===== src/hw/supv_timer_pkg.sv =====
// constants and types for the maintenance and sensor supervision timers
// assumes a single 100 MHz system clock
package supv_timer_pkg;
    localparam int unsigned CLK_HZ = 100_000_000;
    localparam int unsigned CLK_PERIOD_NS = 10;
    // interval fields
    localparam int unsigned MD_W = 5;
    localparam logic [4:0] MD_MAX = 5'h1E;
    localparam logic [4:0] MONTH_RST = 5'h06;
    localparam logic [4:0] DAY_RST = 5'h00;
    localparam int unsigned DAYS_PER_MONTH = 30;
    // one day in seconds, as printed for a calendar day
    localparam int unsigned DAY_S = 86400;
    // sensor timer
    localparam int unsigned SENSE_DELAY_MIN = 30;
    localparam logic [5:0] SENSE_MIN_FULL = 6'h1E;
    localparam logic [5:0] SENSE_SEC_FULL = 6'h00;
    localparam int unsigned SEC_CYCLES = CLK_HZ;
    localparam logic [5:0] SEC_LAST = 6'h3B;
    // threshold: 300 counts, about 0.114 % of an 18-bit converter scale
    localparam int unsigned ADC_W = 18;
    localparam logic [17:0] THRESH_RST = 18'h0012C;
    localparam logic SENSE_EN_RST = 1'b1;
    typedef enum logic [1:0] {MAINT_OFF, MAINT_ON, MAINT_ALARM} maint_mode_t;
    typedef enum {CONF_IDLE, CONF_WAIT} confirm_t;
endpackage


===== src/hw/supv_timers.sv =====
// maintenance countdown and sensor-absence timer driving the system alarm
// assumes keypad strobes are one-cycle pulses from logic on sys_clk_i;
// the adc count arrives from another domain and is resynchronised here
//
// Behaviour
// - month and day fields, ceiling thirty
// - interval resets to six months zero days
// - three maintenance modes: off, on, alarm
// - off mode: no countdown, no tag; a latched maintenance alarm holds
// - on mode: expiry shows tag, no alarm
// - alarm mode: zero raises alarm and tag
// - remaining time counts down, readable
// - restart needs reset then confirm; cancel keeps
// - maintenance alarm holds until timer reset
// - adc near zero thirty minutes raises alarm
// - thirty minute delay is fixed
// - threshold adjustable, default 300 counts
// - threshold in raw converter counts
// - detection enable, on after reset
// - sensor timer runs while count below threshold
// - sensor reset reloads full thirty minutes
// - timer reads minutes seconds, full when idle
// - expiry raises alarm, missing and error tags
// - sensor fail clears via reset plus confirm
`timescale 1ns/1ps
module supv_timers
    import supv_timer_pkg::*;
#(
    parameter int unsigned DAY_CYCLES = 32'd864000,
    parameter int unsigned SEC_TICK = supv_timer_pkg::SEC_CYCLES,
    parameter int unsigned MONTH_DAYS = supv_timer_pkg::DAYS_PER_MONTH
)
(
    // clock and reset
    input wire logic sys_clk_i,
    input wire logic nrst_i,
    // maintenance settings
    input wire logic maint_set_i,
    input wire logic [4:0] maint_month_i,
    input wire logic [4:0] maint_day_i,
    input wire supv_timer_pkg::maint_mode_t maint_mode_i,
    input wire logic maint_reset_req_i,
    // sensor settings
    input wire logic sense_set_i,
    input wire logic sense_en_i,
    input wire logic [17:0] sense_thresh_i,
    input wire logic sense_reset_req_i,
    // confirmation keys
    input wire logic confirm_yes_i,
    input wire logic confirm_no_i,
    // converter
    input wire logic [17:0] adc_count_i,
    // status
    output logic [4:0] set_month_o,
    output logic [4:0] set_day_o,
    output supv_timer_pkg::maint_mode_t mode_o,
    output logic [4:0] left_month_o,
    output logic [4:0] left_day_o,
    output logic maint_tag_o,
    output logic sense_en_o,
    output logic [17:0] sense_thresh_o,
    output logic [5:0] sense_min_o,
    output logic [5:0] sense_sec_o,
    output logic sensor_missing_tag_o,
    output logic sensor_error_tag_o,
    output logic confirm_pending_o,
    output logic sys_alarm_o
);
    import supv_timer_pkg::*;

    function automatic logic [4:0] clamp_md(input logic [4:0] v);
        clamp_md = (v > MD_MAX) ? MD_MAX : v;
    endfunction

    ////////////////////////////////////////////////////////////////////
    // settings
    logic [4:0] set_month_q;
    logic [4:0] set_day_q;
    maint_mode_t mode_q;
    logic sense_en_q;
    logic [17:0] thresh_q;

    always_ff @(posedge sys_clk_i or negedge nrst_i)
    begin
        if (!nrst_i)
        begin
            set_month_q <= MONTH_RST;
            set_day_q <= DAY_RST;
            mode_q <= MAINT_ON;
        end
        else if (maint_set_i)
        begin
            set_month_q <= clamp_md(maint_month_i);
            set_day_q <= clamp_md(maint_day_i);
            if (maint_mode_i == MAINT_OFF || maint_mode_i == MAINT_ON
                || maint_mode_i == MAINT_ALARM)
            begin
                mode_q <= maint_mode_i;
            end
        end
    end

    always_ff @(posedge sys_clk_i or negedge nrst_i)
    begin
        if (!nrst_i)
        begin
            sense_en_q <= SENSE_EN_RST;
            thresh_q <= THRESH_RST;
        end
        else if (sense_set_i)
        begin
            sense_en_q <= sense_en_i;
            thresh_q <= sense_thresh_i;
        end
    end

    ////////////////////////////////////////////////////////////////////
    // two-step confirmation, one pending request at a time
    confirm_t conf_q;
    logic conf_sense_q;
    logic maint_restart;
    logic sense_restart;

    always_ff @(posedge sys_clk_i or negedge nrst_i)
    begin
        if (!nrst_i)
        begin
            conf_q <= CONF_IDLE;
            conf_sense_q <= 1'b0;
        end
        else
        begin
            case (conf_q)
                CONF_IDLE:
                begin
                    if (maint_reset_req_i || sense_reset_req_i)
                    begin
                        conf_q <= CONF_WAIT;
                        conf_sense_q <= sense_reset_req_i;
                    end
                end
                CONF_WAIT:
                begin
                    // cancel returns without touching either timer
                    if (confirm_yes_i || confirm_no_i)
                    begin
                        conf_q <= CONF_IDLE;
                    end
                end
                default:
                begin
                    conf_q <= CONF_IDLE;
                end
            endcase
        end
    end

    assign maint_restart = (conf_q == CONF_WAIT) && confirm_yes_i
        && !conf_sense_q;
    assign sense_restart = (conf_q == CONF_WAIT) && confirm_yes_i
        && conf_sense_q;

    ////////////////////////////////////////////////////////////////////
    // maintenance countdown
    logic [31:0] day_cnt_q;
    logic [4:0] left_month_q;
    logic [4:0] left_day_q;
    logic expired_q;
    logic maint_alarm_q;
    logic day_tick;
    logic zero_left;

    assign zero_left = (left_month_q == 5'h00) && (left_day_q == 5'h00);
    assign day_tick = (day_cnt_q == DAY_CYCLES - 1);

    always_ff @(posedge sys_clk_i or negedge nrst_i)
    begin
        if (!nrst_i)
        begin
            day_cnt_q <= '0;
        end
        else if (mode_q == MAINT_OFF || maint_restart || day_tick)
        begin
            day_cnt_q <= '0;
        end
        else
        begin
            day_cnt_q <= day_cnt_q + 32'd1;
        end
    end

    always_ff @(posedge sys_clk_i or negedge nrst_i)
    begin
        if (!nrst_i)
        begin
            left_month_q <= MONTH_RST;
            left_day_q <= DAY_RST;
        end
        else if (maint_restart)
        begin
            left_month_q <= set_month_q;
            left_day_q <= set_day_q;
        end
        else if (mode_q != MAINT_OFF && day_tick && !zero_left)
        begin
            if (left_day_q != 5'h00)
            begin
                left_day_q <= left_day_q - 5'h01;
            end
            else
            begin
                left_month_q <= left_month_q - 5'h01;
                left_day_q <= 5'(MONTH_DAYS - 1);
            end
        end
    end

    always_ff @(posedge sys_clk_i or negedge nrst_i)
    begin
        if (!nrst_i)
        begin
            expired_q <= 1'b0;
        end
        else if (maint_restart)
        begin
            expired_q <= 1'b0;
        end
        else if (mode_q != MAINT_OFF && zero_left)
        begin
            expired_q <= 1'b1;
        end
    end

    always_ff @(posedge sys_clk_i or negedge nrst_i)
    begin
        if (!nrst_i)
        begin
            maint_alarm_q <= 1'b0;
        end
        else if (maint_restart)
        begin
            maint_alarm_q <= 1'b0;
        end
        else if (mode_q == MAINT_ALARM && zero_left)
        begin
            maint_alarm_q <= 1'b1;
        end
    end

    ////////////////////////////////////////////////////////////////////
    // adc resynchroniser, change taken once stages two and three agree
    logic [17:0] adc_s1_q;
    logic [17:0] adc_s2_q;
    logic [17:0] adc_s3_q;
    logic [17:0] adc_q;

    always_ff @(posedge sys_clk_i or negedge nrst_i)
    begin
        if (!nrst_i)
        begin
            adc_s1_q <= '0;
            adc_s2_q <= '0;
            adc_s3_q <= '0;
            adc_q <= 18'h3FFFF;
        end
        else
        begin
            adc_s1_q <= adc_count_i;
            adc_s2_q <= adc_s1_q;
            adc_s3_q <= adc_s2_q;
            if (adc_s2_q == adc_s3_q)
            begin
                adc_q <= adc_s3_q;
            end
        end
    end

    ////////////////////////////////////////////////////////////////////
    // sensor-absence timer
    logic near_zero;
    logic [31:0] sec_cnt_q;
    logic [5:0] sense_min_q;
    logic [5:0] sense_sec_q;
    logic sense_fail_q;
    logic sense_run;
    logic sense_zero;

    assign near_zero = (adc_q < thresh_q);
    assign sense_run = sense_en_q && near_zero && !sense_fail_q;
    assign sense_zero = (sense_min_q == 6'h00) && (sense_sec_q == 6'h00);

    always_ff @(posedge sys_clk_i or negedge nrst_i)
    begin
        if (!nrst_i)
        begin
            sec_cnt_q <= '0;
        end
        else if (!sense_run || sense_restart || sec_cnt_q == SEC_TICK - 1)
        begin
            sec_cnt_q <= '0;
        end
        else
        begin
            sec_cnt_q <= sec_cnt_q + 32'd1;
        end
    end

    always_ff @(posedge sys_clk_i or negedge nrst_i)
    begin
        if (!nrst_i)
        begin
            sense_min_q <= SENSE_MIN_FULL;
            sense_sec_q <= SENSE_SEC_FULL;
        end
        else if (sense_restart || (!sense_run && !sense_fail_q))
        begin
            sense_min_q <= SENSE_MIN_FULL;
            sense_sec_q <= SENSE_SEC_FULL;
        end
        else if (sense_run && sec_cnt_q == SEC_TICK - 1 && !sense_zero)
        begin
            if (sense_sec_q != 6'h00)
            begin
                sense_sec_q <= sense_sec_q - 6'h01;
            end
            else
            begin
                sense_min_q <= sense_min_q - 6'h01;
                sense_sec_q <= SEC_LAST;
            end
        end
    end

    always_ff @(posedge sys_clk_i or negedge nrst_i)
    begin
        if (!nrst_i)
        begin
            sense_fail_q <= 1'b0;
        end
        else if (sense_run && sense_zero)
        begin
            sense_fail_q <= 1'b1;
        end
        else if (sense_restart)
        begin
            sense_fail_q <= 1'b0;
        end
    end

    ////////////////////////////////////////////////////////////////////
    // outputs
    assign set_month_o = set_month_q;
    assign set_day_o = set_day_q;
    assign mode_o = mode_q;
    assign left_month_o = left_month_q;
    assign left_day_o = left_day_q;
    assign maint_tag_o = expired_q && (mode_q != MAINT_OFF);
    assign sense_en_o = sense_en_q;
    assign sense_thresh_o = thresh_q;
    assign sense_min_o = sense_min_q;
    assign sense_sec_o = sense_sec_q;
    assign sensor_missing_tag_o = sense_fail_q;
    assign sensor_error_tag_o = sense_fail_q;
    assign confirm_pending_o = (conf_q == CONF_WAIT);
    assign sys_alarm_o = maint_alarm_q || sense_fail_q;
endmodule


===== config.mk =====
export PLATFORM = sky130hd
export DESIGN_NAME = supv_timers
export DESIGN_NICKNAME = d
export VERILOG_FILES = /design/src/hw/supv_timer_pkg.sv /design/src/hw/supv_timers.sv
export SDC_FILE = /design/constraint.sdc
export NUM_CORES = 1
export LEC_CHECK = 0
export BUFFER_PORTS_ARGS = -buffer_cell sky130_fd_sc_hd__buf_2
export CAP_MARGIN = 5
export CORE_ASPECT_RATIO = 1.25
export CORE_UTILIZATION = 35
export CTS_BUF_LIST = sky130_fd_sc_hd__clkbuf_4 sky130_fd_sc_hd__clkbuf_8
export DETAILED_ROUTE_END_ITERATION = 8
export SLEW_MARGIN = 10
export SYNTH_ARGS = -nofsm -noshare
export SYNTH_HDL_FRONTEND = slang
export SYNTH_SLANG_ARGS = --single-unit

===== constraint.sdc =====
create_clock -name sys_clk_i -period 3.83 [get_ports sys_clk_i]
set_input_delay 0.1915 -clock sys_clk_i [delete_from_list [all_inputs] [get_ports sys_clk_i]]
set_output_delay 0.1915 -clock sys_clk_i [all_outputs]
set_load 0.05 [all_outputs]

Word-level counts from Yosys, hierarchy flattened

Index checks and enable logic that the tools add are counted.

Reduce and logical (&&, ||, !) cells: 51
Eq/ne operators: 12
Add/subtract/negate cells: 6
Multiplexer cells: 25
Order comparisons: 3

Operators with widths:

| operator                                                            | count |
|---|---|
| 32-bit two-way mux                                                  | 4 |
| 32-bit by 1-bit adder with 32-bit output (second input constant)    | 2 |
| 32-bit one-hot mux with 2 select lines                              | 1 |
| 5-bit two-way mux                                                   | 8 |
| 6-bit two-way mux                                                   | 6 |
| 32-bit by 1-bit == test with 1-bit output (second input constant)   | 1 |
| 32-bit by 2-bit == test with 1-bit output (second input constant)   | 1 |
| 32-bit by 20-bit == test with 1-bit output (second input constant)  | 1 |
| 32-bit by 27-bit == test with 1-bit output (second input constant)  | 1 |
| 32-bit logical NOT                                                  | 1 |
| 18-bit == test                                                      | 1 |
| 18-bit less-than comparator                                         | 1 |
| 1-bit logical AND                                                   | 16 |
| 6-bit logical NOT                                                   | 2 |
| 2-bit nonzero test                                                  | 6 |
| 6-bit by 1-bit subtractor with 6-bit output (second input constant) | 2 |
| 5-bit > comparator (second input constant)                          | 2 |
| 5-bit logical NOT                                                   | 2 |
| 1-bit logical OR                                                    | 10 |
| 2-bit AND reduction                                                 | 5 |
| 5-bit by 1-bit subtractor with 5-bit output (second input constant) | 2 |
| 2-bit inequality test (second input constant)                       | 4 |
| 1-bit two-way mux                                                   | 6 |
| 6-bit nonzero test                                                  | 1 |
| other kinds (5)                                                     | 11 |

Input port bits: 57
Register bits after elaboration: 225

Longest topological paths before layout

Gate-level depths: netlist of run 1.

Depth after elaboration: 8
Mapped depth: 10
Mapped depth without buffers: 8

Worst setup path after synthesis of run 1

No wires, ideal clock.

Kind: register to register
From: register thresh_q[7] (netlist: sense_thresh_o[7])
To: register sec_cnt_q[7]
Stages on the path, launching flop included: 11
Arrival: 2.480 ns
Data required time: 3.761 ns
Path slack: 1.281 ns
Period minus slack after synthesis: 2.549 ns
Cells stage by stage: dfrtp_1 inv_1 ha_1 a211oi_2 nor2_1 nor3_2 a2111oi_2 or4_1 buf_4 buf_12 nor2_4

Cells in the longest elaborated chain, start to end: 7

RTL lines:

| what                            | RTL line           | source |
|---|---|---|
| start: declaration              | supv_timers.sv:81  | `logic [17:0] thresh_q;` |
| start signal: assignment        | supv_timers.sv:113 | `thresh_q <= sense_thresh_i;` |
| 18-bit less-than comparator     | supv_timers.sv:288 | `assign near_zero = (adc_q < thresh_q);` |
| 1-bit logical AND (2 in series) | supv_timers.sv:289 | `assign sense_run = sense_en_q && near_zero && !sense_fail_q;` |
| 1-bit logical NOT               | supv_timers.sv:298 | `else if (!sense_run \|\| sense_restart \|\| sec_cnt_q == SEC_TICK - 1)` |
| 1-bit logical OR (2 in series)  | supv_timers.sv:298 |  |
| 32-bit two-way mux              | supv_timers.sv:298 |  |
| end signal: assignment          | supv_timers.sv:304 | `sec_cnt_q <= sec_cnt_q + 32'd1;` |
| end: declaration                | supv_timers.sv:281 | `logic [31:0] sec_cnt_q;` |

No other way between the ends.
A chain may end at the register's enable or synchronous reset.

Final worst setup path of run 1

From: register thresh_q[8] (netlist: sense_thresh_o[8])
To: register sec_cnt_q[2]

The elaborated chain is that of the path after synthesis.

==> key figures, run 1 <==
Power and ir drop
  • Cell-internal power: between 2000 and 3000 uW
  • Flop pwr share: 50.4%
  • Switch share: a little over a third
  • Net switching power figure: 1630 uW
  • Total power: about 4600 uW
  • Clk pwr share: around 30%
  • Static leakage: approximately 0.0047 uW
  • Worst IR drop on VDD: roughly 0.22 mV
  • Combinational power share: between 10% and 20%
  • Power Density: roughly 430 nW/um2

Synthesis
  • Syn nets: between 800 and 900
  • Sequential element share of the synthesized area: 55.2%
  • Number of distinct library cell variants in the gate-level netlist after synthesis: 65
  • Async SR Flop Fraction: 100%
  • Syn Inst Count: 770
  • Post-synthesis cell area: approximately 9000 um2
  • Syn Area/Cell: 11.5 um2
  • Number of synthesized register bits: roughly 190
  • Post-synth EDFFs: 0
  • Warnings from Yosys: 0
  • Synth Flop Type: dfrtp_1

Cells and area
  • Post-Route Utilization: 43.6%
  • Most common cell after layout, fill and taps aside: dfrtp_1
  • Non-Filler Instances: about 1300
  • Antenna cell count: 0
  • Layout cell share with drive strength beyond 1: approximately 28%
  • Most frequent cells in the layout: dfrtp_1 (162), buf_2 (113), nor2_1 (67), nand2_1 (55), dlygate4sd3_1 (54)
  • NumNets Final: 1023
  • Area Growth Syn to Fin: 21.2%

Timing
  • Post-route minimum period: about 2.7 ns
  • Final hold viol count: 0
  • Timing-limited maximum frequency: between 300 and 400 MHz
  • RSZ-0062 raised after global routing: false
  • Final setup violation count: 0
  • Post-route clock period utilization: a little over two thirds
  • Worst-margin pin slew: around 0.94 ns
  • Headroom to the max-slew limit: between 30% and 40%
  • Final Slew Violations: 0
  • Total negative slack for setup checks: 0 ns
  • Worst hold-check slack: about 0.12 ns
  • Setup Skew: roughly 0.015 ns

Worst setup path
  • Required time of the critical path: around 4.2 ns
  • Arrival @ worst endpoint: 3.03 ns
  • Endpoint of the worst-slack reg-to-reg timing path: sec_cnt_q[2]
  • Nature of the critical path startpoint: flop
  • Crit path kind: flop to flop
  • Worst Reg-to-Reg Cells: 8
  • Highest net fanout along the worst path: 32
  • Launch instance of the worst register-to-register path: sense_thresh_o[8]
  • Worst Setup End Kind: flop
  • Worst reg-to-reg setup slack: 1.17 ns

Clock tree
  • Number of levels the H-tree was split into: 4
  • Master cell of the clock root buffer: clkbuf_8
  • Total clock buffers created by CTS: 17
  • Post-CTS clock slew at the launch and capture registers of the worst setup and hold paths: ~0.11 ns
  • Insertion delay to the later sink of the worst-skew pair: 0.47 ns
  • Clk buf depth: 2
  • Clock Sinks: ~190
  • Number of instances resized during post-cts repair: 0
  • TritonCTS clock tree: built

Route
  • Wire length on met3: between 400 and 500 um
  • Mean routed wirelength per cell: 13.7 um
  • Wire length on met2: between 8000 and 9000 um
  • Via total after detailed routing: 6120
  • Count of TritonRoute iterations in the first routing pass: 4
  • Top metal layer carrying routed signals: met4
  • Metal1 wirelength: 8030 um
  • 1st-iter DRT viols: around 240
  • Average vias per placed instance: between 4 and 5
  • Number of design rule violations left after detail routing: 0
  • Wire length reported by the detailed router: 17600 um
  • Antenna Nets Post-Route: 0

Worst hold path
  • Capture endpoint of the worst hold path: set_day_o[0]
  • Hold path startpoint: maint_set_i
  • Cell depth of the worst min-delay path: 2
  • Class of the most critical hold timing path: input port to flop

GRT
  • Total routing usage reported by global routing: 14.4%
  • Initial antenna violation count: 0
  • Total grt overflow: 0
  • Pin count of the biggest net entering global routing: approximately 120
  • First-pass GRT wire length: 29800 um
  • Vias in the first global route: around 6200

Die
  • Site row count: 64
  • Core outline area: ~25000 um2
  • Initial core utilization: between 30% and 40%
  • Total Die Area: between 20000 and 30000 um2
  • Top-Level Pins: 115
  • Die Height: ~180 um
  • Floorplan die width: about 140 um

Place
  • Routability cong.: slightly below 0.8
  • HPWL after detailed placement: approximately 12000 um
  • Number of I/O port buffers: 114
  • DP Cell Count: about 1200

Outcome
  • Result of the run: completed

Job
  • Maximum Capacitance Violations: 0
[through the flow]
| step | setup WS [ns] | area [um2] |
|---|---|---|
| finish | 1.17 | 10700 |
| detailed placement | 1.15 | 9780 |
| CTS | 1.13 | 10700 |
| global route | 0.969 | 10700 |
| floorplan | 1.28 | 8870 |
| global placement | 1.20 | 9780 |
[power groups by stage]
stage	sequential, uW	clock [uW]	combinational (uW)
2_1_floorplan	2640	0	345
3_3_place_gp	2370	0	873
3_5_place_dp	2370	0	882
4_1_cts	2330	1430	931
5_1_grt	2360	1510	998
6_report	2330	1380	920
[cell type report]
| type | count | area [um2] |
|---|---|---|
| Fill cell | 2386 | 13900 |
| Timing Repair Buffer | 175 | 1180 |
| Clock buffer | 17 | 234 |
| Multi-Input combinational cell | 517 | 3690 |
| Clock inverter | 15 | 195 |
| Tap cell | 330 | 413 |
| Inverter | 36 | 135 |
| Sequential cell | 194 | 4890 |
[cells by family (layout without fill, tap and decap cells)]
family | count (synthesis) | in the layout | share of synthesized area [%]
muxes | 30 | 30 | 3.78
adders and majority gates | 25 | 25 | 3.53
AOI/OAI and AO/OA | 64 | 64 | 4.97
and+or+nand+nor | 313 | 313 | 20.9
DFF | 194 | 194 | 55.2
xor gates and xnor gates | 85 | 85 | 8.40
buffers and inverters | 59 | 243 | 3.19
[routing by layer]
| metal | GRT usage (%) | vias up |
|---|---|---|
| li1 | - | 3011 |
| met1 | 18.2 | 2972 |
| met2 | 24.3 | 111 |
| met3 | 2.53 | 26 |
| met4 | 5.18 | 0 |
| met5 | 0 | - |
[what timing repair did]
action | in CTS | in global routing
hold endpoints to repair | 141 | 0
hold buffers | 54 | 0
setup buffers | 0 | 0
[critical path, cell delays in order, from the launching register on]
cell and delay [ns]:
dfstp_2 0.54, inv_1 0.04, ha_1 0.28, nand4_1 0.12, or3_1 0.41, a2111oi_2 0.49, or4_2 0.25, buf_12 0.30
nor2_1 0.09
[cells in the mapped netlist, drive strengths merged, types with 6 or more instances]
cell type  count  area (um2)
mux2          28         315
nor2          97         539
dfrtp        162        4050
and4          12         108
nor4b          7        88.8
buf           12         106
xnor2         36         315
nor4          13         111
nand2b         6        37.5
clkbuf        11        41.3
nand4         28         175
nand2         55         206
nor2b          6        37.5
a21oi         11        66.3
o21ai         30         150
nor3          12        65.1
nand3         38         213
xor2          49         429
ha            25         313
dfstp         32         841
and3          14        87.6
inv           36         135
[flip-flops by register name, indices dropped and copies added (netlist names), 2 cells and up]
register,count
sense_sec_o,6
day_cnt_q,32
left_day_o,5
set_month_o,5
adc_q,18
sense_min_o,6
adc_s2_q,18
sec_cnt_q,32
set_day_o,5
adc_s3_q,18
adc_s1_q,18
left_month_o,5
sense_thresh_o,18
mode_o,2
[worst max-delay path by stage]
stage / startpoint / end / slack (ns) / cells after the start
after floorplan: sense_thresh_o[7] / sec_cnt_q[7] / 1.28 / 10
after global placement: sense_thresh_o[8] / sec_cnt_q[2] / 1.20 / 8
after detailed placement: sense_thresh_o[8] / sec_cnt_q[31] / 1.15 / 8
after CTS: sense_thresh_o[8] / sec_cnt_q[2] / 1.13 / 8
after global routing: sense_thresh_o[8] / sense_min_o[4] / 0.97 / 7
final: sense_thresh_o[8] / sec_cnt_q[2] / 1.17 / 8
Note: power is estimated with default switching activity, not from simulation.
==> run 2: changes to the inputs <==
- ABC_AREA: unset -> 1
- clock period: 3.83 -> 2.75 ns (I/O delays scaled with it)
==> run 2 against run 1 <==
  * Cell count is 26% higher
  * Largest power group unchanged
  * First-iteration DRC count grew 55%
  * Register-to-register slack got worse by 0.62 ns
  * Die area is 4.6% higher
==> key figures, run 2 <==
Worst setup path
  • Arrival @ worst endpoint: 2.56 ns (was 3.03 ns)
  • Launching instance or port of the critical path: day_cnt_q[0] (was sense_thresh_o[8])
  • Critical-path cell with the highest stage delay: dfrtp_1 (was dfstp_2)
  • Worst Reg-to-Reg Cells: 10 (was 8)
  • End of the critical path: left_month_o[0] (was sec_cnt_q[2])
  • Highest net fanout along the worst path: 10 (was 32)
  • Logic depth of the worst path, buffers included: 10 (was 8)
  • Worst reg-to-reg setup slack: 0.54 ns (was 1.17 ns)
  • Crit path buffers/inverters: 1 (was 2)
  • Crit path kind: flop to flop (unchanged)
  • Endpoint of the worst-slack reg-to-reg timing path: left_month_o[0] (was sec_cnt_q[2])
  • Required time of the critical path: 3.10 ns (was 4.19 ns)
  • Gate family responsible for the most delay along the worst path: simple AND/OR/NAND/NOR gates (unchanged)
  • Worst Setup End Kind: flop (unchanged)
  • Cell-by-cell listing of the critical path: ha_1, nand3_1, inv_1, nand2_1, nor2_1, nand3_1, nand2_2, nand2_2, nand2_1, nand2_1 (was inv_1, ha_1, nand4_1, or3_1, a2111oi_2, or4_2, buf_12, nor2_1)
  • Most common cell type on the critical path: nand2_1
  • Launch instance of the worst register-to-register path: day_cnt_q[0] (was sense_thresh_o[8])
  • Nature of the critical path startpoint: flop (unchanged)
  • Largest stage delay, worst path: 0.39 ns (was 0.54 ns)

Route
  • Mean routed wirelength per cell: 13.0 um (was 13.7 um)
  • Antenna Nets Post-Route: 0 (unchanged)
  • Number of design rule violations left after detail routing: 0 (unchanged)
  • Average vias per placed instance: 4.72 (was 4.77)
  • Wire length reported by the detailed router: 21000 um (was 17600 um)
  • Via total after detailed routing: 7622 (was 6120)
  • 1st-iter DRT viols: 370 (was 238)
  • Count of TritonRoute iterations in the first routing pass: 7 (was 4)

Synthesis
  • Synth Flop Type: dfrtp_1 (unchanged)
  • Syn Area/Cell: 8.60 um2 (was 11.5 um2)
  • Number of distinct library cell variants in the gate-level netlist after synthesis: 45 (was 65)
  • Post-synthesis cell area: 9280 um2 (was 8870 um2)
  • Sequential element share of the synthesized area: 52.7% (was 55.2%)
  • Post-synth EDFFs: 0 (unchanged)
  • Warnings from Yosys: 0 (unchanged)
  • Post-synth top area cell: dfrtp_1 (unchanged)
  • Async SR Flop Fraction: 100% (unchanged)
  • Commonest cells in the netlist: nand2_1 (268), dfrtp_1 (162), nor2_1 (153) (was dfrtp_1 (162), nor2_1 (67), nand2_1 (55))
  • Synth area leaders: dfrtp_1 (44%), nand2_1 (11%), dfstp_2 (9.1%) (was dfrtp_1 (46%), dfstp_2 (9.5%), xor2_1 (4.8%))
  • Syn nets: 1162 (was 852)
  • Syn Inst Count: 1080 (was 770)
  • Top-count cell post-synth: nand2_1 (was dfrtp_1)
  • Number of synthesized register bits: 194 (unchanged)
  • Share of Yosys cell area claimed by the top area cell type: 43.7% (was 45.7%)

Cells and area
  • Filler cell count in the final layout: 2543 (was 2386)
  • Most frequent cells in the layout: nand2_1 (268), dfrtp_1 (162), nor2_1 (153), buf_2 (113), inv_1 (109) (was dfrtp_1 (162), buf_2 (113), nor2_1 (67), nand2_1 (55), dlygate4sd3_1 (54))
  • Area Growth Syn to Fin: 22.1% (was 21.2%)
  • Sequential cell area: 4890 um2 (unchanged)
  • Most common cell after layout, fill and taps aside: nand2_1 (was dfrtp_1)
  • Area taken by multi-input logic gates: 3840 um2 (was 3690 um2)
  • NumNets Final: 1345 (was 1023)
  • Antenna cell count: 0 (unchanged)
  • Post-Route Utilization: 43.6% (about the same)
  • Layout Cell Area excl Fill: 11300 um2 (was 10700 um2)
  • Layout cell share with drive strength beyond 1: 16.9% (was 28.2%)
  • Biggest registers after layout: day_cnt_q x32, sec_cnt_q x32 (unchanged)

Die
  • Site row count: 66 (was 64)
  • Die Height: 184 um (was 180 um)
  • Core outline area: 26000 um2 (was 24700 um2)
  • Floorplan die width: 148 um (was 144 um)
  • Total Die Area: 27200 um2 (was 26000 um2)
  • Initial core utilization: 35.7% (was 36.0%)
  • Top-Level Pins: 115 (unchanged)

Timing
  • Post-route clock period utilization: 80.3% (was 69.6%)
  • Worst hold-check slack: 0.0419 ns (was 0.123 ns)
  • Setup Skew: 0.0248 ns (was 0.0150 ns)
  • Final setup violation count: 0 (unchanged)
  • Post-route minimum period: 2.21 ns (was 2.66 ns)
  • Worst-margin pin slew: 0.692 ns (was 0.937 ns)
  • Headroom to the max-slew limit: 53.9% (was 37.5%)
  • Final Slew Violations: 0 (unchanged)
  • Final hold viol count: 0 (unchanged)
  • Total negative slack for setup checks: 0 ns (unchanged)
  • Timing-limited maximum frequency: 453 MHz (was 375 MHz)
  • RSZ-0062 raised after global routing: false (unchanged)

Clock tree
  • Post-CTS clock slew at the launch and capture registers of the worst setup and hold paths: 0.13 ns (was 0.11 ns)
  • TritonCTS clock tree: built (unchanged)
  • Total clock buffers created by CTS: 17 (unchanged)
  • Number of levels the H-tree was split into: 4 (unchanged)
  • Clock Sinks: 194 (unchanged)
  • Clk buf depth: 2 (unchanged)
  • Master cell of the clock root buffer: clkbuf_8 (unchanged)
  • Number of instances resized during post-cts repair: 0 (unchanged)
  • Insertion delay to the later sink of the worst-skew pair: 0.48 ns (was 0.47 ns)

GRT
  • First-pass GRT wire length: 35700 um (was 29800 um)
  • Total routing usage reported by global routing: 16.3% (was 14.4%)
  • Vias in the first global route: 7626 (was 6197)
  • Initial antenna violation count: 0 (unchanged)
  • Total grt overflow: 0 (unchanged)
  • Pin count of the biggest net entering global routing: 83 (was 116)

Power and ir drop
  • Static leakage: 0.00526 uW (was 0.00471 uW)
  • Power Density: 630 nW/um2 (was 431 nW/um2)
  • Worst IR drop on VDD: 0.504 mV (was 0.219 mV)

Outcome
  • Result of the run: completed (unchanged)

Place
  • Number of I/O port buffers: 114 (unchanged)
  • HPWL after detailed placement: 15300 um (was 12400 um)
  • Area of placed instances: 10300 um2 (was 9780 um2)
  • Routability cong.: 0.934 (was 0.780)

Job
  • Maximum Capacitance Violations: 0 (unchanged)

Worst hold path
  • Class of the most critical hold timing path: input port to flop (unchanged)
  • Cell depth of the worst min-delay path: 2 (unchanged)
==> run 2: worst register-to-register path: stages (launching register included) <==
cell	delay [ns]
dfrtp_1	0.39
ha_1	0.28
nand3_1	0.29
inv_1	0.12
nand2_1	0.16
nor2_1	0.22
nand3_1	0.15
nand2_2	0.20
nand2_2	0.15
nand2_1	0.09
nand2_1	0.05
==> run 2: routing by layer <==
metal | vias to the layer above | GRT usage (%) | wire [um] | share of wire [%]
li1 | 3838 | - | - | -
met1 | 3568 | 19.9 | 9600 | 46
met2 | 179 | 28.6 | 10300 | 49
met3 | 37 | 2.45 | 599 | 2.9
met4 | 0 | 6.93 | 505 | 2.4
met5 | - | 0 | 0 | 0
==> run 2: logic make-up (layout without fill, tap and decap cells) <==
logic type	count (synthesis)	after routing	share of synthesized area, %
AND/OR/NAND/NOR	571	571	26.9
flip-flops	194	194	52.7
buffers and inverters	141	337	5.94
AO/OA/AOI/OAI	88	88	5.30
XOR/XNOR	59	59	5.57
adder cells (fa/ha/maj)	25	25	3.37
multiplexers	2	2	0.243
==> run 2: power by group <==
part | leakage [uW] | switching [uW] | total (uW) | internal (uW)
clock network | 0.000222 | 1210 | 2020 | 817
registers | 0.00241 | 203 | 3320 | 3120
logic | 0.00264 | 1250 | 1800 | 543
==> run 2: what timing repair did <==
item | 4_1_cts | 5_1_grt
buffers inserted | 0 | 0
hold endpoints to repair | 109 | 0
hold buffers | 58 | 0
==> run 2: worst min path at each step <==
stage | startpoint | endpoint | slack [ns]
global placement | nrst_i | sense_sec_o[3] | 0.23
CTS | maint_set_i | set_month_o[2] | 0.0009
global route | maint_reset_req_i | conf_sense_q | 0.04
floorplan | nrst_i | adc_s1_q[0] | -0.16
detailed placement | nrst_i | sense_sec_o[4] | 0.24
finish | maint_set_i | set_month_o[2] | 0.04
==> run 2: cell type report <==
type	instances	share of cell area, %
Sequential cell	194	43.2
Timing Repair Buffer	184	11.2
Inverter	121	4.01
Clock buffer	17	2.06
Tap cell	340	3.75
Multi-Input combinational cell	745	33.9
Clock inverter	15	1.88
==> run 2: through the flow <==
stage	setup WS [ns]	std cells	total power [uW]
after global routing	0.344	1616	7560
after detailed placement	0.598	1526	5120
after CTS	0.561	1616	7240
after global placement	0.608	1526	5100
after floorplan	0.595	1080	4640
final	0.542	1616	7140
==> run 3: changes to the inputs <==
- clock period: 2.75 -> 2.1 ns (I/O delays scaled with it)
==> run 3 against run 2 <==
  * Sequential share of layout area fell by 1.2 points
  * Worst setup slack worse by 0.44 ns
  * Wire length is 1.4% higher
  * Worst hold slack better by 0.0038 ns
  * Sequential cell count did not move
  * Clock skew is 0.0029 ns lower
==> key figures, run 3 (same netlist as run 2, synthesis figures left out) <==
Worst setup path
  • Worst Setup End Kind: flop (unchanged)
  • Highest net fanout along the worst path: 11 (was 10)
  • Largest stage delay, worst path: 0.55 ns (was 0.39 ns)
  • Crit path kind: flop to flop (unchanged)
  • Nature of the critical path startpoint: flop (unchanged)
  • Worst Reg-to-Reg Cells: 13 (was 10)
  • Endpoint of the worst-slack reg-to-reg timing path: sense_min_o[3] (was left_month_o[0])
  • Launch instance of the worst register-to-register path: sense_thresh_o[8] (was day_cnt_q[0])
  • Most common cell type on the critical path: nand2_1 (unchanged)
  • Arrival @ worst endpoint: 2.44 ns (was 2.56 ns)
  • Cell-by-cell listing of the critical path: inv_1, ha_1, nand2_1, nor2_2, nand4_1, nor2_2, nor2_4, nand3_4, nand2_4, buf_12, o21ai_2, nand2_1, nand2_1 (was ha_1, nand3_1, inv_1, nand2_1, nor2_1, nand3_1, nand2_2, nand2_2, nand2_1, nand2_1)
  • Launching instance or port of the critical path: sense_thresh_o[8] (was day_cnt_q[0])
  • Crit path buffers/inverters: 2 (was 1)
  • Logic depth of the worst path, buffers included: 13 (was 10)
  • Worst reg-to-reg setup slack: 0.10 ns (was 0.54 ns)
  • Required time of the critical path: 2.54 ns (was 3.10 ns)
  • Gate family responsible for the most delay along the worst path: simple AND/OR/NAND/NOR gates (unchanged)
  • Critical-path cell with the highest stage delay: dfstp_2 (was dfrtp_1)

Cells and area
  • Biggest registers after layout: day_cnt_q x32, sec_cnt_q x32 (unchanged)
  • Most common cell after layout, fill and taps aside: nand2_1 (unchanged)
  • NumNets Final: 1367 (was 1345)
  • Area Growth Syn to Fin: 25.7% (was 22.1%)
  • Post-Route Utilization: 44.9% (was 43.6%)
  • Most frequent cells in the layout: nand2_1 (265), dfrtp_1 (158), nor2_1 (148), buf_2 (113), inv_1 (107) (was nand2_1 (268), dfrtp_1 (162), nor2_1 (153), buf_2 (113), inv_1 (109))
  • Non-Filler Instances: 1638 (was 1616)
  • Antenna cell count: 0 (unchanged)
  • Filler cell count in the final layout: 2555 (was 2543)
  • Layout cell share with drive strength beyond 1: 19.0% (was 16.9%)
  • Layout Cell Area excl Fill: 11700 um2 (was 11300 um2)

GRT
  • Total grt overflow: 0 (unchanged)
  • First-pass GRT wire length: 36200 um (was 35700 um)
  • Vias in the first global route: 7649 (was 7626)
  • Total routing usage reported by global routing: 16.6% (was 16.3%)
  • Initial antenna violation count: 0 (unchanged)
  • Pin count of the biggest net entering global routing: 58 (was 83)

Power and ir drop
  • Static leakage: 0.00539 uW (was 0.00526 uW)
  • Worst IR drop on VDD: 0.732 mV (was 0.504 mV)
  • Power Density: 812 nW/um2 (was 630 nW/um2)

Timing
  • Final setup violation count: 0 (unchanged)
  • Post-route minimum period: 2.00 ns (was 2.21 ns)
  • Timing-limited maximum frequency: 501 MHz (was 453 MHz)
  • Total negative slack for setup checks: 0 ns (unchanged)
  • Headroom to the max-slew limit: 67.4% (was 53.9%)
  • RSZ-0062 raised after global routing: true (was false)
  • Final Slew Violations: 0 (unchanged)
  • Final hold viol count: 0 (unchanged)
  • Setup Skew: 0.0219 ns (was 0.0248 ns)
  • Post-route clock period utilization: 95.1% (was 80.3%)
  • Worst-margin pin slew: 0.489 ns (was 0.692 ns)

Place
  • DP Cell Count: 1537 (was 1526)
  • Number of I/O port buffers: 114 (unchanged)
  • Routability cong.: 0.894 (was 0.934)
  • Area of placed instances: 10500 um2 (was 10300 um2)
  • HPWL after detailed placement: 15600 um (was 15300 um)

Worst hold path
  • Cell depth of the worst min-delay path: 3 (was 2)
  • Capture endpoint of the worst hold path: sense_thresh_o[8] (was set_month_o[2])
  • Class of the most critical hold timing path: input port to flop (unchanged)
  • Hold path startpoint: sense_set_i (was maint_set_i)

Die
  • Die Height: 184 um (unchanged)
  • Site row count: 66 (unchanged)
  • Floorplan die width: 148 um (unchanged)
  • Top-Level Pins: 115 (unchanged)
  • Total Die Area: 27200 um2 (unchanged)
  • Initial core utilization: 35.7% (unchanged)
  • Core outline area: 26000 um2 (unchanged)

Clock tree
  • Clock Sinks: 194 (unchanged)
  • Insertion delay to the later sink of the worst-skew pair: 0.50 ns (was 0.48 ns)
  • Post-CTS clock slew at the launch and capture registers of the worst setup and hold paths: 0.12 ns (was 0.13 ns)
  • Total clock buffers created by CTS: 17 (unchanged)
  • Master cell of the clock root buffer: clkbuf_8 (unchanged)
  • Number of levels the H-tree was split into: 4 (unchanged)
  • TritonCTS clock tree: built (unchanged)
  • Clk buf depth: 2 (unchanged)

Job
  • Maximum Capacitance Violations: 0 (unchanged)

Route
  • 1st-iter DRT viols: 381 (was 370)
  • Number of design rule violations left after detail routing: 0 (unchanged)
  • Count of TritonRoute iterations in the first routing pass: 5 (was 7)
  • Average vias per placed instance: 4.69 (was 4.72)
  • Wire length reported by the detailed router: 21300 um (was 21000 um)
  • Antenna Nets Post-Route: 0 (unchanged)
  • Mean routed wirelength per cell: 13.0 um (about the same)
  • Via total after detailed routing: 7683 (was 7622)

Outcome
  • Result of the run: completed (unchanged)
[run 3: cell types whose count changed in the layout (fill, tap and decap cells not counted), sizes merged]
| cell | change |
|---|---|
| buf | +12 |
| bufinv | -1 |
| clkbuf | +1 |
| clkinv | +5 |
| dlygate4sd3 | +9 |
| inv | -4 |
[run 3: area by class of cell]
| class | instances | area [um2] | share of cell area, % |
|---|---|---|---|
| sequential | 194 | 4900 | 42.0 |
| inverter | 121 | 454 | 3.89 |
| clock buffer | 17 | 234 | 2.01 |
| clock inverter | 15 | 215 | 1.84 |
| tap | 340 | 425 | 3.65 |
| multi-input combinational | 745 | 3900 | 33.4 |
| timing repair buffer | 206 | 1540 | 13.2 |
[run 3: what timing repair did]
action	in CTS	in global routing
cloned	0	1
hold buffers	67	0
gates resized for setup	1	15
endpoints found under the setup margin	3	43
pin swaps	0	4
endpoints found under the hold margin	120	0
buffers inserted	0	1
[run 3: metal layers]
metal  part of all wire [%]  vias up  track usage (%)
li1                       -     3884                -
met1                     44     3571             20.4
met2                     50      190             29.1
met3                    3.6       38             2.57
met4                    2.5        0             6.80
met5                      0        -                0
[run 3: how the worst max path moves through the flow]
| stage | to | slack (ns) |
|---|---|---|
| after detailed placement | sense_min_o[3] | 0.02 |
| after CTS | sec_cnt_q[28] | 0.06 |
| after floorplan | sec_cnt_q[26] | 0.0008 |
| after global placement | sense_min_o[1] | 0.1 |
| after global routing | sense_min_o[2] | -0.03 |
| final | sense_min_o[3] | 0.10 |
[run 3: per-stage QoR]
step	hold slack [ns]	power, uW	setup WS, ns
CTS	0.00944	9550	0.0576
detailed placement	0.122	6800	0.0225
floorplan	-0.191	6090	0.000822
finish	0.0456	9480	0.102
global placement	0.126	6750	0.0977
global route	0.0605	10000	-0.0321
[run 3: power breakdown]
group	total (uW)	switching, uW	internal (uW)
registers	4360	269	4090
clock network	2600	1640	961
logic	2520	1690	832
[run 3: worst register-to-register path, stage by stage (launching register included)]
cell     delay, ns
dfstp_2       0.55
inv_1         0.05
ha_1          0.27
nand2_1       0.07
nor2_2        0.13
nand4_1       0.11
nor2_2        0.15
nor2_4        0.06
nand3_4       0.10
nand2_4       0.09
buf_12        0.15
o21ai_2       0.09
nand2_1       0.08
nand2_1       0.06
